## src/hif_pkg.sv

```systemverilog
// constants and types for the host interface configuration block
//
// Behaviour
// - dynamic threshold N is one third full when select is 0, one half when 1
// - dynamic priority off after reset; when on, raised while count at or below N
// - request field 00 two thirds, 01 half, 10 one third, 11 full minus two
// - shadow bit set, master and no slave present: shadow missing drive accesses
// - suspend-allow bit set lets generic-mode DMA be interrupted, else never
// - statistical priority active while disable bit is 0, off while it is 1
// - auto-off bit 0 clears fast DMA mode bit at end of transfer
// - four-bit timing value: msb from second register bit 0, rest first bits 7..5
// - auto-off bit 1 leaves fast DMA mode bit untouched at end of transfer
// - timing value adds clock cycles to ultra DMA limits; 0001 suits 33.8688 MHz
// - writing 1 to flush resets twelve-byte command pointer; 0 does nothing
// - writing 1 to clear zeroes sequencer counter and size store once only
`default_nettype none
package hif_pkg;
  // register map, byte addresses on the plain register port
  localparam logic [15:0] HIF_ADDR_CFG_FIRST = 16'hFF94;
  localparam logic [15:0] HIF_ADDR_CFG_SECOND = 16'hFF95;
  localparam logic [7:0] HIF_CFG_FIRST_RESET = 8'h00;
  localparam logic [7:0] HIF_CFG_SECOND_RESET = 8'h00;
  // first register fields
  localparam int HIF_F_EXT_HI = 7;
  localparam int HIF_F_EXT_LO = 5;
  localparam int HIF_F_DYN_SEL = 4;
  localparam int HIF_F_DYN_EN = 3;
  localparam int HIF_F_HREQ_HI = 2;
  localparam int HIF_F_HREQ_LO = 1;
  localparam int HIF_F_SHADOW = 0;
  // second register fields
  localparam int HIF_S_DMA_SUSP = 7;
  localparam int HIF_S_STAT_OFF = 6;
  localparam int HIF_S_AUTO_OFF = 5;
  localparam int HIF_S_FLUSH = 4;
  localparam int HIF_S_SEQ_CLR = 1;
  localparam int HIF_S_EXT_MSB = 0;
  // data FIFO levels in bytes; depth is a plain default
  localparam logic [6:0] HIF_FIFO_BYTES = 7'h60;
  localparam logic [6:0] HIF_LVL_THIRD = 7'h20;
  localparam logic [6:0] HIF_LVL_HALF = 7'h30;
  localparam logic [6:0] HIF_LVL_TWO_THIRD = 7'h40;
  localparam logic [6:0] HIF_LVL_FULL_M2 = HIF_FIFO_BYTES - 7'h02;
  // request threshold encodings
  localparam logic [1:0] HIF_HREQ_TWO_THIRD = 2'h0;
  localparam logic [1:0] HIF_HREQ_HALF = 2'h1;
  localparam logic [1:0] HIF_HREQ_THIRD = 2'h2;
  localparam logic [1:0] HIF_HREQ_FULL_M2 = 2'h3;
  // command FIFO holds twelve bytes
  localparam logic [3:0] HIF_CMD_LAST = 4'hB;
  // base ultra DMA limit in clock cycles, plain default
  localparam logic [4:0] HIF_UDMA_BASE = 5'h02;
endpackage : hif_pkg
`default_nettype wire

```

## src/hif_config.sv

```systemverilog
// host interface configuration registers and the control they steer
//
// Strobed register access was chosen for this implementation.
`timescale 1ns/1ns
`default_nettype none
module hif_config
  import hif_pkg::*;
(
  // clock and reset
  input wire logic core_clk,
  input wire logic rst_n,
  // register port
  input wire logic [15:0] reg_addr,
  input wire logic [7:0] reg_wdata,
  input wire logic reg_wr,
  input wire logic reg_rd,
  output logic [7:0] reg_rdata,
  // data FIFO level and the priorities derived from it
  input wire logic [6:0] fifo_count,
  output logic host_req,
  output logic dyn_hi_prio,
  // statistical priority
  input wire logic stat_prio_req,
  output logic stat_hi_prio,
  // generic-mode DMA suspension
  input wire logic dma_pause_req,
  output logic dma_suspend,
  // drive configuration pins
  input wire logic is_master_pin,
  input wire logic slave_present_pin,
  output logic shadow_active,
  // transfer end and fast DMA mode bit
  input wire logic xfer_end,
  output logic fast_dma_clear,
  // command FIFO pointer and sequencer clear
  input wire logic cmd_byte_wr,
  output logic [3:0] cmd_ptr,
  output logic seq_clear,
  // ultra DMA timing
  output logic [3:0] timing_ext,
  output logic [4:0] timing_limit
);

  typedef struct packed {
    logic [7:0] cfg_first;
    logic dma_susp_en;
    logic stat_off;
    logic auto_off;
    logic ext_msb;
    logic [7:0] rdata;
    logic [2:0] sync_master;
    logic [2:0] sync_slave;
    logic master;
    logic slave;
    logic host_req;
    logic dyn_prio;
    logic stat_prio;
    logic dma_susp;
    logic shadow;
    logic fast_clr;
    logic seq_clr;
    logic [3:0] cmd_ptr;
    logic [4:0] limit;
  } hif_state_t;

  hif_state_t st;
  hif_state_t next_st;

  // maps a request code onto a byte level
  function automatic logic [6:0] hif_level(input logic [1:0] code);
    logic [6:0] lvl;
    case (code)
      HIF_HREQ_TWO_THIRD: lvl = HIF_LVL_TWO_THIRD;
      HIF_HREQ_HALF: lvl = HIF_LVL_HALF;
      HIF_HREQ_THIRD: lvl = HIF_LVL_THIRD;
      HIF_HREQ_FULL_M2: lvl = HIF_LVL_FULL_M2;
      default: lvl = HIF_LVL_TWO_THIRD;
    endcase
    return lvl;
  endfunction : hif_level

  logic wr_first;
  logic wr_second;
  logic [6:0] dyn_level;
  logic [6:0] hreq_level;
  logic [3:0] ext_now;

  assign wr_first = reg_wr && (reg_addr == HIF_ADDR_CFG_FIRST);
  assign wr_second = reg_wr && (reg_addr == HIF_ADDR_CFG_SECOND);
  // N uses the same level table as the request field
  assign dyn_level = hif_level(st.cfg_first[HIF_F_DYN_SEL] ? HIF_HREQ_HALF : HIF_HREQ_THIRD);
  assign hreq_level = hif_level(st.cfg_first[HIF_F_HREQ_HI:HIF_F_HREQ_LO]);
  assign ext_now = {st.ext_msb, st.cfg_first[HIF_F_EXT_HI:HIF_F_EXT_LO]};

  always_comb begin
    next_st = st;
    // register writes
    if (wr_first) begin
      next_st.cfg_first = reg_wdata;
    end
    if (wr_second) begin
      next_st.dma_susp_en = reg_wdata[HIF_S_DMA_SUSP];
      next_st.stat_off = reg_wdata[HIF_S_STAT_OFF];
      next_st.auto_off = reg_wdata[HIF_S_AUTO_OFF];
      next_st.ext_msb = reg_wdata[HIF_S_EXT_MSB];
    end
    // reads answer one cycle later; unmapped reads return zero
    next_st.rdata = 8'h00;
    if (reg_rd && reg_addr == HIF_ADDR_CFG_FIRST) begin
      next_st.rdata = st.cfg_first;
    end else if (reg_rd && reg_addr == HIF_ADDR_CFG_SECOND) begin
      // flush and clear are strobes and always read back as zero
      next_st.rdata = {st.dma_susp_en, st.stat_off, st.auto_off, 4'h0, st.ext_msb};
    end
    // pins cross three stages; a level counts once stages two and three agree
    next_st.sync_master = {st.sync_master[1:0], is_master_pin};
    next_st.sync_slave = {st.sync_slave[1:0], slave_present_pin};
    if (st.sync_master[1] == st.sync_master[2]) begin
      next_st.master = st.sync_master[2];
    end
    if (st.sync_slave[1] == st.sync_slave[2]) begin
      next_st.slave = st.sync_slave[2];
    end
    // FIFO thresholds
    next_st.host_req = (fifo_count >= hreq_level);
    next_st.dyn_prio = st.cfg_first[HIF_F_DYN_EN] && (fifo_count <= dyn_level);
    next_st.stat_prio = stat_prio_req && !st.stat_off;
    next_st.dma_susp = dma_pause_req && st.dma_susp_en;
    next_st.shadow = st.cfg_first[HIF_F_SHADOW] && st.master && !st.slave;
    // end of transfer: clear the fast DMA mode bit only when auto-off is 0
    next_st.fast_clr = xfer_end && !st.auto_off;
    // sequencer clear is a single pulse per write of 1
    next_st.seq_clr = wr_second && reg_wdata[HIF_S_SEQ_CLR];
    // command pointer: flush beats a byte arriving in the same cycle
    if (wr_second && reg_wdata[HIF_S_FLUSH]) begin
      next_st.cmd_ptr = 4'h0;
    end else if (cmd_byte_wr && st.cmd_ptr != HIF_CMD_LAST) begin
      next_st.cmd_ptr = st.cmd_ptr + 4'h1;
    end
    // extension widens the ultra DMA limits; tracks the registers a cycle late
    next_st.limit = HIF_UDMA_BASE + {1'b0, ext_now};
  end

  always_ff @(posedge core_clk or negedge rst_n) begin
    if (!rst_n) begin
      st <= '0;
      st.cfg_first <= HIF_CFG_FIRST_RESET;
      st.dma_susp_en <= HIF_CFG_SECOND_RESET[HIF_S_DMA_SUSP];
      st.stat_off <= HIF_CFG_SECOND_RESET[HIF_S_STAT_OFF];
      st.auto_off <= HIF_CFG_SECOND_RESET[HIF_S_AUTO_OFF];
      st.ext_msb <= HIF_CFG_SECOND_RESET[HIF_S_EXT_MSB];
      st.limit <= HIF_UDMA_BASE;
    end else begin
      st <= next_st;
    end
  end

  assign reg_rdata = st.rdata;
  assign host_req = st.host_req;
  assign dyn_hi_prio = st.dyn_prio;
  assign stat_hi_prio = st.stat_prio;
  assign dma_suspend = st.dma_susp;
  assign shadow_active = st.shadow;
  assign fast_dma_clear = st.fast_clr;
  assign cmd_ptr = st.cmd_ptr;
  assign seq_clear = st.seq_clr;
  assign timing_ext = ext_now;
  assign timing_limit = st.limit;
endmodule : hif_config
`default_nettype wire

```

## config.mk

```make
export PLATFORM = sky130hd
export DESIGN_NAME = hif_config
export DESIGN_NICKNAME = d
export VERILOG_FILES = /design/src/hif_pkg.sv /design/src/hif_config.sv
export SDC_FILE = /design/constraint.sdc
export NUM_CORES = 1
export LEC_CHECK = 0
export ABC_AREA = 1
export BUFFER_PORTS_ARGS = -buffer_cell sky130_fd_sc_hd__buf_2
export CORE_MARGIN = 2
export CORE_UTILIZATION = 54
export DETAILED_ROUTE_END_ITERATION = 12
export GPL_TIMING_DRIVEN = 0
export MAX_ROUTING_LAYER = met4
export PLACE_DENSITY = 0.92
export SETUP_SLACK_MARGIN = 0.02
export SLEW_MARGIN = 20
export SYNTH_ARGS = -nofsm -noshare
export SYNTH_HDL_FRONTEND = slang
export SYNTH_SLANG_ARGS = --single-unit
```

## constraint.sdc

```tcl
create_clock -name core_clk -period 3 [get_ports core_clk]
set_clock_uncertainty 0.15 [all_clocks]
set_input_delay 0.45 -clock core_clk [delete_from_list [all_inputs] [get_ports core_clk]]
set_output_delay 0.45 -clock core_clk [all_outputs]
set_load 0.05 [all_outputs]
```

==> key figures, run 1 <==
Floorplan
  • Die Ht: 67.5 µm
  • Die area: 4560 µm²
  • I/O pin total: 69
  • Core area: 3940 µm²
  • Die Wd: 67.5 µm
  • Rows: 23
  • Initial Util: 55.2%

Clocking
  • Clock Path Buffers: 2
  • Gates resized, CTS repair: 0
  • Clock slew at reported path FFs: 0.08 ns
  • CTS Buf Count: 5
  • Clock Tree Root: clkbuf_8
  • Setup Buffers After CTS: 0
  • Clk_lat worst skew: 0.29 ns
  • CTS tree: yes
  • Cts hold-fix bufs: 0
  • H-tree depth: 2
  • Clk sink count: 44

Global route
  • Met2 Track Usage GR: 36.5%
  • GRT busiest layer: met2
  • Gr usage total: 20.7%
  • Grt met3 use: 4.33%
  • Initial antenna violation count: 0
  • Grt total ovfl: 0
  • First-pass GRT wire length: 6780 µm
  • M1 GR Usage: 22.2%
  • Largest net degree at the start of global routing: 45
  • Vias in the first global route: 1669

Place
  • Pre-CTS setup slack: 1.38 ns
  • Final weighted congestion in routability-driven placement: 0.856
  • IO buf count: 66
  • Hpwl dp: 3310 µm
  • Placed cell area: 2570 µm²

Logic synthesis
  • Syn nets: 296
  • Top post-synthesis cells by area: dfrtp_1 (49%), nand2_1 (11%), buf_4 (7.2%)
  • Synth Warn #: 0
  • Post-synth EDFFs: 0
  • Cells after Synth: 245
  • Yosys top cell by area: dfrtp_1
  • Flops & latches, synth: 44
  • Commonest cells post-synth: nand2_1 (61), dfrtp_1 (43), inv_1 (30)
  • Seq/Total Area, Yosys: 50.6%
  • Distinct cells, synth: 23
  • Count leader, synth: nand2_1
  • Ys flop type: dfrtp_1
  • Syn avg cell area: 8.89 µm²
  • Synth Cell Area: 2180 µm²
  • Asr flop ratio synth: 100%
  • Top-area cell type share of the netlist area: 49.4%

Worst setup path
  • Critical path arrival: 1.14 ns
  • Startpoint Class: flip-flop
  • CP max FO: 5
  • Flop2flop setup slack: 1.35 ns
  • R2R cell count: 7
  • Reg2Reg Launch Point: st[37]
  • WS Path Type: flip-flop to primary output
  • Critical path required time: 2.40 ns
  • Crit end category: primary output
  • R2r endpoint: host_req

STA
  • Number of max-slew violations in the final report: 0
  • Final hold vios: 0
  • Post-route clock period utilization: 57.9%
  • Rel. slew slack: 39.0%
  • Post-layout minimum cycle time: 1.74 ns
  • Worst Slack Setup Final: 1.26 ns
  • Fin Hold WS: 0.111 ns
  • RSZ-0062 raised after global routing: no
  • Pin slew with the least headroom to its limit: 0.915 ns
  • Setup TNS: 0 ns
  • Final setup fails: 0
  • Fmax achieved: 576 MHz

Min path
  • Hold depth: 1
  • Hold Crit Start: slave_present_pin
  • WHS Endpoint: next_st[19]
  • Type of the most critical hold path: input pin to flip-flop

Final layout
  • Finished Core Util: 67.5%
  • Finished Cell Area: 2660 µm²
  • Area Growth Syn to Fin: 22.3%
  • Fraction of final layout cells sized beyond drive strength 1: 34.5%
  • Ant diodes: 0
  • Final net count: 369

Drt
  • Drt first pass iters: 4
  • Vias: 1764
  • Post-DRT Antenna Nets: 0
  • Routed vias/inst: 4.78
  • Initial drt markers: 133
  • Routed WL: 4050 µm
  • WL per Instance: 11.0 µm
  • DRC viols: 0

Power
  • Leak pwr: 0.00163 µW
  • PwrDens: 517 nW/µm²
  • Worst vdd ir: 0.000229 V

Run status
  • Status: completed

Job
  • # Max-Cap Violations: 0
[sequential cells by signal, summed over array words and instances, names as in the netlist]
signal          cells
timing_limit        5
host_req            1
seq_clear           1
stat_hi_prio        1
shadow_active       1
timing_ext          4
st                 12
reg_rdata           8
fast_dma_clear      1
dyn_hi_prio         1
next_st             4
dma_suspend         1
cmd_ptr             4
[how the worst max path moves through the flow]
| stage | startpoint | endpoint | depth (start not counted) |
|---|---|---|---|
| floorplan | st[37] | host_req | 6 |
| global placement | st[37] | host_req | 6 |
| detailed placement | st[37] | host_req | 7 |
| CTS | timing_ext[3] | timing_ext[3] | 2 |
| global route | timing_limit[1] | timing_limit[1] | 2 |
| finish | timing_ext[3] | timing_ext[3] | 2 |
[cell usage in the layout (no fill, tap or decap), drive strengths merged]
master	count
maj3	2
clkinv	2
o21ai	1
ha	10
nand2	66
xor2	3
buf	90
nand4	2
dfstp	1
a21oi	1
clkbuf	7
o211ai	1
inv	30
a21boi	2
nand3	28
nor2	30
dfrtp	43
[critical path, cell delays in order (launching register included)]
cell     delay [ns]
dfrtp_1        0.46
buf_4          0.14
buf_2          0.24
[where the power goes]
part / leakage, µW / internal, µW / switching [µW] / total (µW)
clock: 0.0000510 / 183 / 181 / 365
sequential: 0.000577 / 630 / 34.1 / 664
combinational: 0.00100 / 125 / 222 / 347
[per-layer routing]
layer | share of wire (%) | up-vias
met5 | 0 | -
met1 | 39 | 803
li1 | - | 886
met4 | 2.5 | 0
met2 | 52 | 65
met3 | 5.8 | 10
[cell type report]
| cell class | count | area [µm²] |
|---|---|---|
| inverters | 30 | 113 |
| plain buffers | 25 | 183 |
| flip-flops and latches | 44 | 1100 |
| repair buffers | 66 | 330 |
| well taps | 50 | 62.6 |
| multi-input cells | 146 | 779 |
| clock inverters | 2 | 10.0 |
| clock buffers | 6 | 82.6 |
| fillers | 312 | 1280 |
[logic make-up after synthesis]
group / count (synthesis) / share of synthesized area, %
AOI/OAI and AO/OA: 5 / 1.49
xor gates and xnor gates: 3 / 1.21
adders and majority gates: 12 / 6.67
buffers and inverters: 55 / 13.6
DFF: 44 / 50.6
and+or+nand+nor: 126 / 26.4
[through the flow]
| step | instances | total power, µW |
|---|---|---|
| 3_5_place_dp | 361 | 1020 |
| 5_1_grt | 369 | 1460 |
| 2_1_floorplan | 245 | 930 |
| 3_3_place_gp | 361 | 1010 |
| 6_report | 369 | 1380 |
| 4_1_cts | 369 | 1390 |
Note: power is estimated with default switching activity, not from simulation.
==> inputs of run 2 (changes only) <==
--- a/config.mk
+++ b/config.mk
@@ -5,14 +5,14 @@
 export SDC_FILE = /design/constraint.sdc
 export NUM_CORES = 1
 export LEC_CHECK = 0
-export ABC_AREA = 1
+export ABC_AREA = 0
 export BUFFER_PORTS_ARGS = -buffer_cell sky130_fd_sc_hd__buf_2
 export CORE_MARGIN = 2
-export CORE_UTILIZATION = 54
+export CORE_UTILIZATION = 49
 export DETAILED_ROUTE_END_ITERATION = 12
 export GPL_TIMING_DRIVEN = 0
 export MAX_ROUTING_LAYER = met4
-export PLACE_DENSITY = 0.92
+export PLACE_DENSITY = 0.87
 export SETUP_SLACK_MARGIN = 0.02
 export SLEW_MARGIN = 20
 export SYNTH_ARGS = -nofsm -noshare
==> constraint.sdc (replaced) <==
create_clock -name core_clk -period 1.8 [get_ports core_clk]
set_clock_uncertainty 0.15 [all_clocks]
set_input_delay 0.27 -clock core_clk [delete_from_list [all_inputs] [get_ports core_clk]]
set_output_delay 0.27 -clock core_clk [all_outputs]
set_load 0.05 [all_outputs]
==> run 2 against run 1 <==
Effect of this change:
- clock-buffer cell count up 2
- cell count down 24%
- critical path depth up 4
- global-route usage down 1.9 points
- non-clock buffer count up 7
- critical endpoint is now st[35]
==> key figures, run 2 <==
STA
  • Final setup fails: 0 (unchanged)
  • Rel. slew slack: 38.7% (-0.34 points)
  • Number of max-slew violations in the final report: 0 (unchanged)
  • Pin slew with the least headroom to its limit: 0.920 ns (+0.00514 ns)
  • Post-layout minimum cycle time: 1.76 ns
  • RSZ-0062 raised after global routing: yes
  • Fmax achieved: 569 MHz
  • Worst Slack Setup Final: 0.0423 ns (-1.22 ns)
  • Post-route clock period utilization: 97.7%
  • Fin Hold WS: 0.0374 ns (-0.0739 ns)
  • Setup TNS: 0 ns (unchanged)
  • Final hold vios: 0 (unchanged)

Logic synthesis
  • Commonest cells post-synth: dfrtp_1 (43), buf_4 (22), mux2_2 (12)
  • Yosys top cell by area: dfrtp_1
  • Post-synth EDFFs: 0 (unchanged)
  • Asr flop ratio synth: 100% (unchanged)
  • Synth Warn #: 0 (unchanged)
  • Syn avg cell area: 13.0 µm² (+47%)
  • Seq/Total Area, Yosys: 56.4% (+5.7 points)
  • Synth Area in Adders: 7.42% (+0.75 points)
  • Top-area cell type share of the netlist area: 55.0% (+5.6 points)
  • Flops & latches, synth: 44 (unchanged)
  • Synth Cell Area: 1960 µm² (-10%)
  • Post-Synth Simple-Gate Area: 12.2% (-14 points)
  • Multiplexer area fraction after synthesis: 7.42% (+7.4 points)
  • Syn nets: 201 (-32%)
  • Synth Area in XOR/XNOR: 1.79% (+0.58 points)
  • Main combinational cell family by area after synthesis: simple AND/OR/NAND/NOR gates
  • Top post-synthesis cells by area: dfrtp_1 (55%), buf_4 (8.4%), mux2_2 (6.9%)
  • Compound-Gate Fraction of Synth Area: 4.99% (+3.5 points)
  • Distinct cells, synth: 32 (+39%)
  • Count leader, synth: dfrtp_1
  • Cells after Synth: 150 (-39%)
  • Ys flop type: dfrtp_1

Drt
  • DRC viols: 0 (unchanged)
  • WL per Instance: 13.4 µm (+22%)
  • Drt first pass iters: 4 (unchanged)
  • Vias: 1378 (-22%)
  • Initial drt markers: 81 (-39%)
  • Routed vias/inst: 4.89 (+2.2%)
  • Post-DRT Antenna Nets: 0 (unchanged)
  • Routed WL: 3790 µm (-6.4%)

Global route
  • Grt total ovfl: 0 (unchanged)
  • Largest net degree at the start of global routing: 45 (unchanged)
  • Gr usage total: 18.8% (-1.9 points)
  • Initial antenna violation count: 0 (unchanged)
  • Vias in the first global route: 1317 (-21%)
  • First-pass GRT wire length: 6060 µm (-11%)

Worst setup path
  • CP max FO: 6 (+1)
  • R2r endpoint: host_req
  • Reg2Reg Launch Point: st[38]
  • Critical path arrival: 1.79 ns (+0.65 ns)
  • Crit end category: flip-flop
  • WS Path Type: input pin to flip-flop
  • Critical Path End: st[35]
  • Flop2flop setup slack: 0.12 ns (-1.23 ns)
  • Critical path origin: reg_addr[6]
  • R2R cell count: 6 (-1)
  • Startpoint Class: input pin
  • Critical path required time: 1.83 ns (-0.57 ns)

Run status
  • Status: completed

Power
  • Worst vdd ir: 0.000589 V (+160%)
  • PwrDens: 890 nW/µm² (+72%)
  • Leak pwr: 0.00143 µW (-12%)

Place
  • Final weighted congestion in routability-driven placement: 0.778 (-9.1%)
  • IO buf count: 68 (+3.0%)
  • Pre-CTS setup slack: -0.287 ns (-1.67 ns)
  • Hpwl dp: 2820 µm (-15%)

Final layout
  • Filler cells: 280 (-10%)
  • Final net count: 284 (-23%)
  • Largest register FFs: 12 (unchanged)
  • Commonest non-fill, non-tap cell in the layout: buf_2
  • Area Growth Syn to Fin: 32.5%
  • Largest Register: st
  • Ant diodes: 0 (unchanged)
  • Fraction of final layout cells sized beyond drive strength 1: 51.7% (+17 points)
  • Most frequent cells in the layout: buf_2 (67), dfrtp_1 (43), buf_4 (25), mux2_2 (8), ha_1 (8)

Floorplan
  • Die area: 4510 µm² (-0.95%)
  • Rows: 22 (-4.3%)
  • Die Wd: 67.2 µm (-0.47%)
  • Initial Util: 52.2% (-3.0 points)
  • Die Ht: 67.2 µm (-0.47%)
  • I/O pin total: 69 (unchanged)
  • Core area: 3740 µm² (-5.0%)

Clocking
  • CTS tree: yes
  • H-tree depth: 2 (unchanged)
  • CTS Buf Count: 5 (unchanged)
  • Clock slew at reported path FFs: 0.07 ns (about the same)
  • Clock Tree Root: clkbuf_8
  • Clk sink count: 44 (unchanged)
  • Clock Path Buffers: 2 (unchanged)
  • Clk_lat worst skew: 0.29 ns (about the same)

Job
  • # Max-Cap Violations: 0 (unchanged)

Min path
  • Type of the most critical hold path: input pin to flip-flop
## run 2: cell families (layout without fill, tap and decap cells)
group,count (synthesis),count (layout)
compound gates,15,15
buf+inv,29,113
flops,44,44
mux,13,13
simple gates,33,33
fa+ha+maj,12,12
xor+xnor,4,4
## run 2: final cells by class
type / instances / area, µm² / share of cell area (%)
Timing Repair Buffer: 76 / 417 / 16.1
Buffer: 22 / 169 / 6.52
Sequential cell: 44 / 1100 / 42.5
Inverter: 7 / 26.3 / 1.01
Clock buffer: 8 / 100 / 3.86
Tap cell: 48 / 60.1 / 2.32
Multi-Input combinational cell: 77 / 717 / 27.7
## run 2: critical path: stages
cell    delay (ns)
buf_6         0.09
or4b_4        0.58
nor4_4        0.20
and3_1        0.21
buf_6         0.13
mux2_4        0.30
## run 2: timing repair
item                                    CTS  global route
hold buffers                              4             0
endpoints found under the hold margin    46             0
setup buffers                             1             3
resized for setup                         0             5
endpoints found under the setup margin    1             9
## run 2: how the worst min path moves through the flow
stage	start	end	slack (ns)	cells after the start
after floorplan	rst_n	cmd_ptr[0]	-0.18	0
after global placement	next_st[19]	next_st[20]	0.18	0
after detailed placement	next_st[22]	next_st[23]	0.19	0
after CTS	dma_pause_req	dma_suspend	0.03	2
after global routing	dma_pause_req	dma_suspend	0.05	2
final	dma_pause_req	dma_suspend	0.04	2
## run 2: layer usage
layer	vias up	routed length (µm)	GRT usage, %	part of all wire (%)
li1	672	-	-	-
met1	652	1530	21.3	40
met2	47	1950	31.6	52
met3	7	233	5.17	6.2
met4	0	72	7.40	1.9
met5	-	0	-	0
## run 2: through the flow
| stage | cells | utilization (%) | instance area [µm²] | total power, µW |
|---|---|---|---|---|
| after floorplan | 150 | - | 1970 | 1500 |
| after global placement | 266 | 63.4 | 2370 | 1640 |
| after detailed placement | 266 | 63.4 | 2370 | 1660 |
| after CTS | 279 | 67.4 | 2520 | 2330 |
| after global routing | 282 | 69.2 | 2590 | 2410 |
| final | 282 | 69.2 | 2590 | 2310 |
## run 2: power by group
| part | internal, µW | leakage [µW] | switching [µW] |
|---|---|---|---|
| Clock | 350 | 0.0000515 | 310 |
| Combinational | 211 | 0.000797 | 324 |
| Sequential | 1050 | 0.000578 | 60.3 |
| Total | 1610 | 0.00143 | 694 |
==> inputs of run 3 (changes only) <==
--- a/config.mk
+++ b/config.mk
@@ -13,7 +13,7 @@
 export GPL_TIMING_DRIVEN = 0
 export MAX_ROUTING_LAYER = met4
 export PLACE_DENSITY = 0.87
-export SETUP_SLACK_MARGIN = 0.02
+export SETUP_SLACK_MARGIN = 0.15
 export SLEW_MARGIN = 20
 export SYNTH_ARGS = -nofsm -noshare
 export SYNTH_HDL_FRONTEND = slang
==> run 3 against run 2 <==
Effect of this change:
- die area unchanged
- design area decreased by 2.3%
- first-iteration DRC count fell by 7.4%
- maximum frequency grew 1.2%
- register-to-register slack improved by 0.05 ns
- power is 2.4% lower
- global-route usage decreased by 0.11 points
- critical path type unchanged
- largest power group unchanged
==> key figures, run 3 (synthesis gave the netlist of run 2 again) <==
Run status
  • Status: completed

Global route
  • M1 GR Usage: 21.2% (-0.12 points)
  • GRT busiest layer: met2
  • First-pass GRT wire length: 5950 µm (-1.8%)
  • Vias in the first global route: 1354 (+2.8%)
  • Met2 Track Usage GR: 31.4% (-0.12 points)
  • Gr usage total: 18.7% (-0.11 points)
  • Initial antenna violation count: 0 (unchanged)
  • Grt met3 use: 5.17% (unchanged)
  • Grt total ovfl: 0 (unchanged)
  • Largest net degree at the start of global routing: 45 (unchanged)

Power
  • Worst vdd ir: 0.000610 V (+3.7%)
  • PwrDens: 889 nW/µm² (about the same)
  • Leak pwr: 0.00140 µW (-2.1%)

STA
  • Number of max-slew violations in the final report: 0 (unchanged)
  • Final hold vios: 0 (unchanged)
  • Fin Hold WS: 0.0426 ns (+0.00514 ns)
  • Pin slew with the least headroom to its limit: 0.937 ns (+0.0175 ns)
  • Final setup fails: 0 (unchanged)
  • Fmax achieved: 576 MHz (+1.2%)
  • Setup TNS: 0 ns (unchanged)
  • Post-route clock period utilization: 96.5% (-1.1 points)
  • Rel. slew slack: 37.5% (-1.2 points)
  • RSZ-0062 raised after global routing: yes
  • Post-layout minimum cycle time: 1.74 ns (-0.0206 ns)

Floorplan
  • I/O pin total: 69 (unchanged)
  • Die Wd: 67.2 µm (unchanged)
  • Core area: 3740 µm² (unchanged)
  • Die area: 4510 µm² (unchanged)
  • Initial Util: 52.2% (unchanged)
  • Rows: 22 (unchanged)
  • Die Ht: 67.2 µm (unchanged)

Final layout
  • Area Growth Syn to Fin: 29.5%
  • Largest register FFs: 12 (unchanged)
  • Fraction of final layout cells sized beyond drive strength 1: 51.1% (-0.63 points)
  • Ant diodes: 0 (unchanged)
  • Final net count: 281 (-1.1%)
  • Largest Register: st
  • Commonest non-fill, non-tap cell in the layout: buf_2
  • Most frequent cells in the layout: buf_2 (67), dfrtp_1 (43), buf_4 (23), ha_1 (9), mux2_2 (8)

Clocking
  • CTS tree: yes
  • CTS Buf Count: 5 (unchanged)
  • Clk sink count: 44 (unchanged)
  • Clock Path Buffers: 2 (unchanged)
  • Clk_lat worst skew: 0.29 ns (about the same)
  • Clock Tree Root: clkbuf_8
  • Clock slew at reported path FFs: 0.07 ns (about the same)
  • H-tree depth: 2 (unchanged)

Drt
  • Initial drt markers: 75 (-7.4%)
  • Vias: 1360 (-1.3%)
  • Post-DRT Antenna Nets: 0 (unchanged)
  • Routed WL: 3600 µm (-4.9%)
  • DRC viols: 0 (unchanged)
  • Routed vias/inst: 4.87 (-0.25%)
  • Drt first pass iters: 4 (unchanged)
  • WL per Instance: 12.9 µm (-3.9%)

Worst setup path
  • Critical path arrival: 1.76 ns (-0.03 ns)
  • Crit end category: flip-flop
  • CP max FO: 5 (-1)
  • WS Path Type: input pin to flip-flop
  • Startpoint Class: input pin
  • Critical path required time: 1.83 ns (about the same)

Job
  • # Max-Cap Violations: 0 (unchanged)

Place
  • IO buf count: 68 (unchanged)
  • Hpwl dp: 2750 µm (-2.5%)
  • Final weighted congestion in routability-driven placement: 0.828 (+6.4%)

Min path
  • Type of the most critical hold path: input pin to flip-flop
[run 3: changes by cell type in the layout (fill, tap and decap cells not counted), sizes merged]
cell         before  now
buf              94   92
dlygate4sd3       4    3
[run 3: repair_timing]
action                                  in CTS  in global routing
resized for setup                            3                  0
hold endpoints to repair                    45                  0
setup buffers                                2                  0
endpoints found under the setup margin      14                 21
hold buffers                                 3                  0
pin swaps                                    2                  1
[run 3: path summary, 6_finish.rpt]
| check | depth (start not counted) | slack [ns] | start | end |
|---|---|---|---|---|
| setup / recovery | 6 | 0.06 | reg_addr[6] | st[35] |
| setup reg to reg | 6 | 0.17 | st[37] | host_req |
| min in group asynchronous | 2 | 0.51 | rst_n | timing_limit[0] |
| hold / removal | 2 | 0.04 | fifo_count[5] | dyn_hi_prio |
| max in group asynchronous | 2 | 0.42 | rst_n | cmd_ptr[2] |
| hold reg to reg | 0 | 0.20 | next_st[22] | next_st[23] |
[run 3: layer usage]
layer | wire [µm] | part of all wire [%]
met3 | 244 | 6.8
met4 | 72 | 2.0
met2 | 1770 | 49
met5 | 0 | 0
met1 | 1510 | 42
[run 3: cell type report]
cell class	instances	area (µm²)
clock buffers	8	90.1
multi-input cells	77	693
well taps	48	60.1
repair buffers	73	392
inverters	7	26.3
flip-flops and latches	44	1100
fillers	289	1210
plain buffers	22	169
[run 3: metrics by stage]
step                area (µm²)  total power [µW]  setup slack (ns)  instances  util, %
floorplan                 1990              1500           -0.0754        150        -
global placement          2390              1640            -0.236        266     63.8
detailed placement        2390              1660            -0.268        266     63.8
CTS                       2530              2280            0.0799        279     67.6
global route              2530              2370            0.0346        279     67.6
finish                    2530              2250            0.0628        279     67.6
[run 3: power by group]
group / switching, µW / internal (µW)
Clock: 300 / 313
Combinational: 317 / 210
Sequential: 61.3 / 1050
[run 3: critical path, stage by stage]
cell and delay, ns:
buf_6 0.09, or4b_4 0.57, nor4_4 0.18, and3_1 0.21, buf_6 0.14, mux2_4 0.30
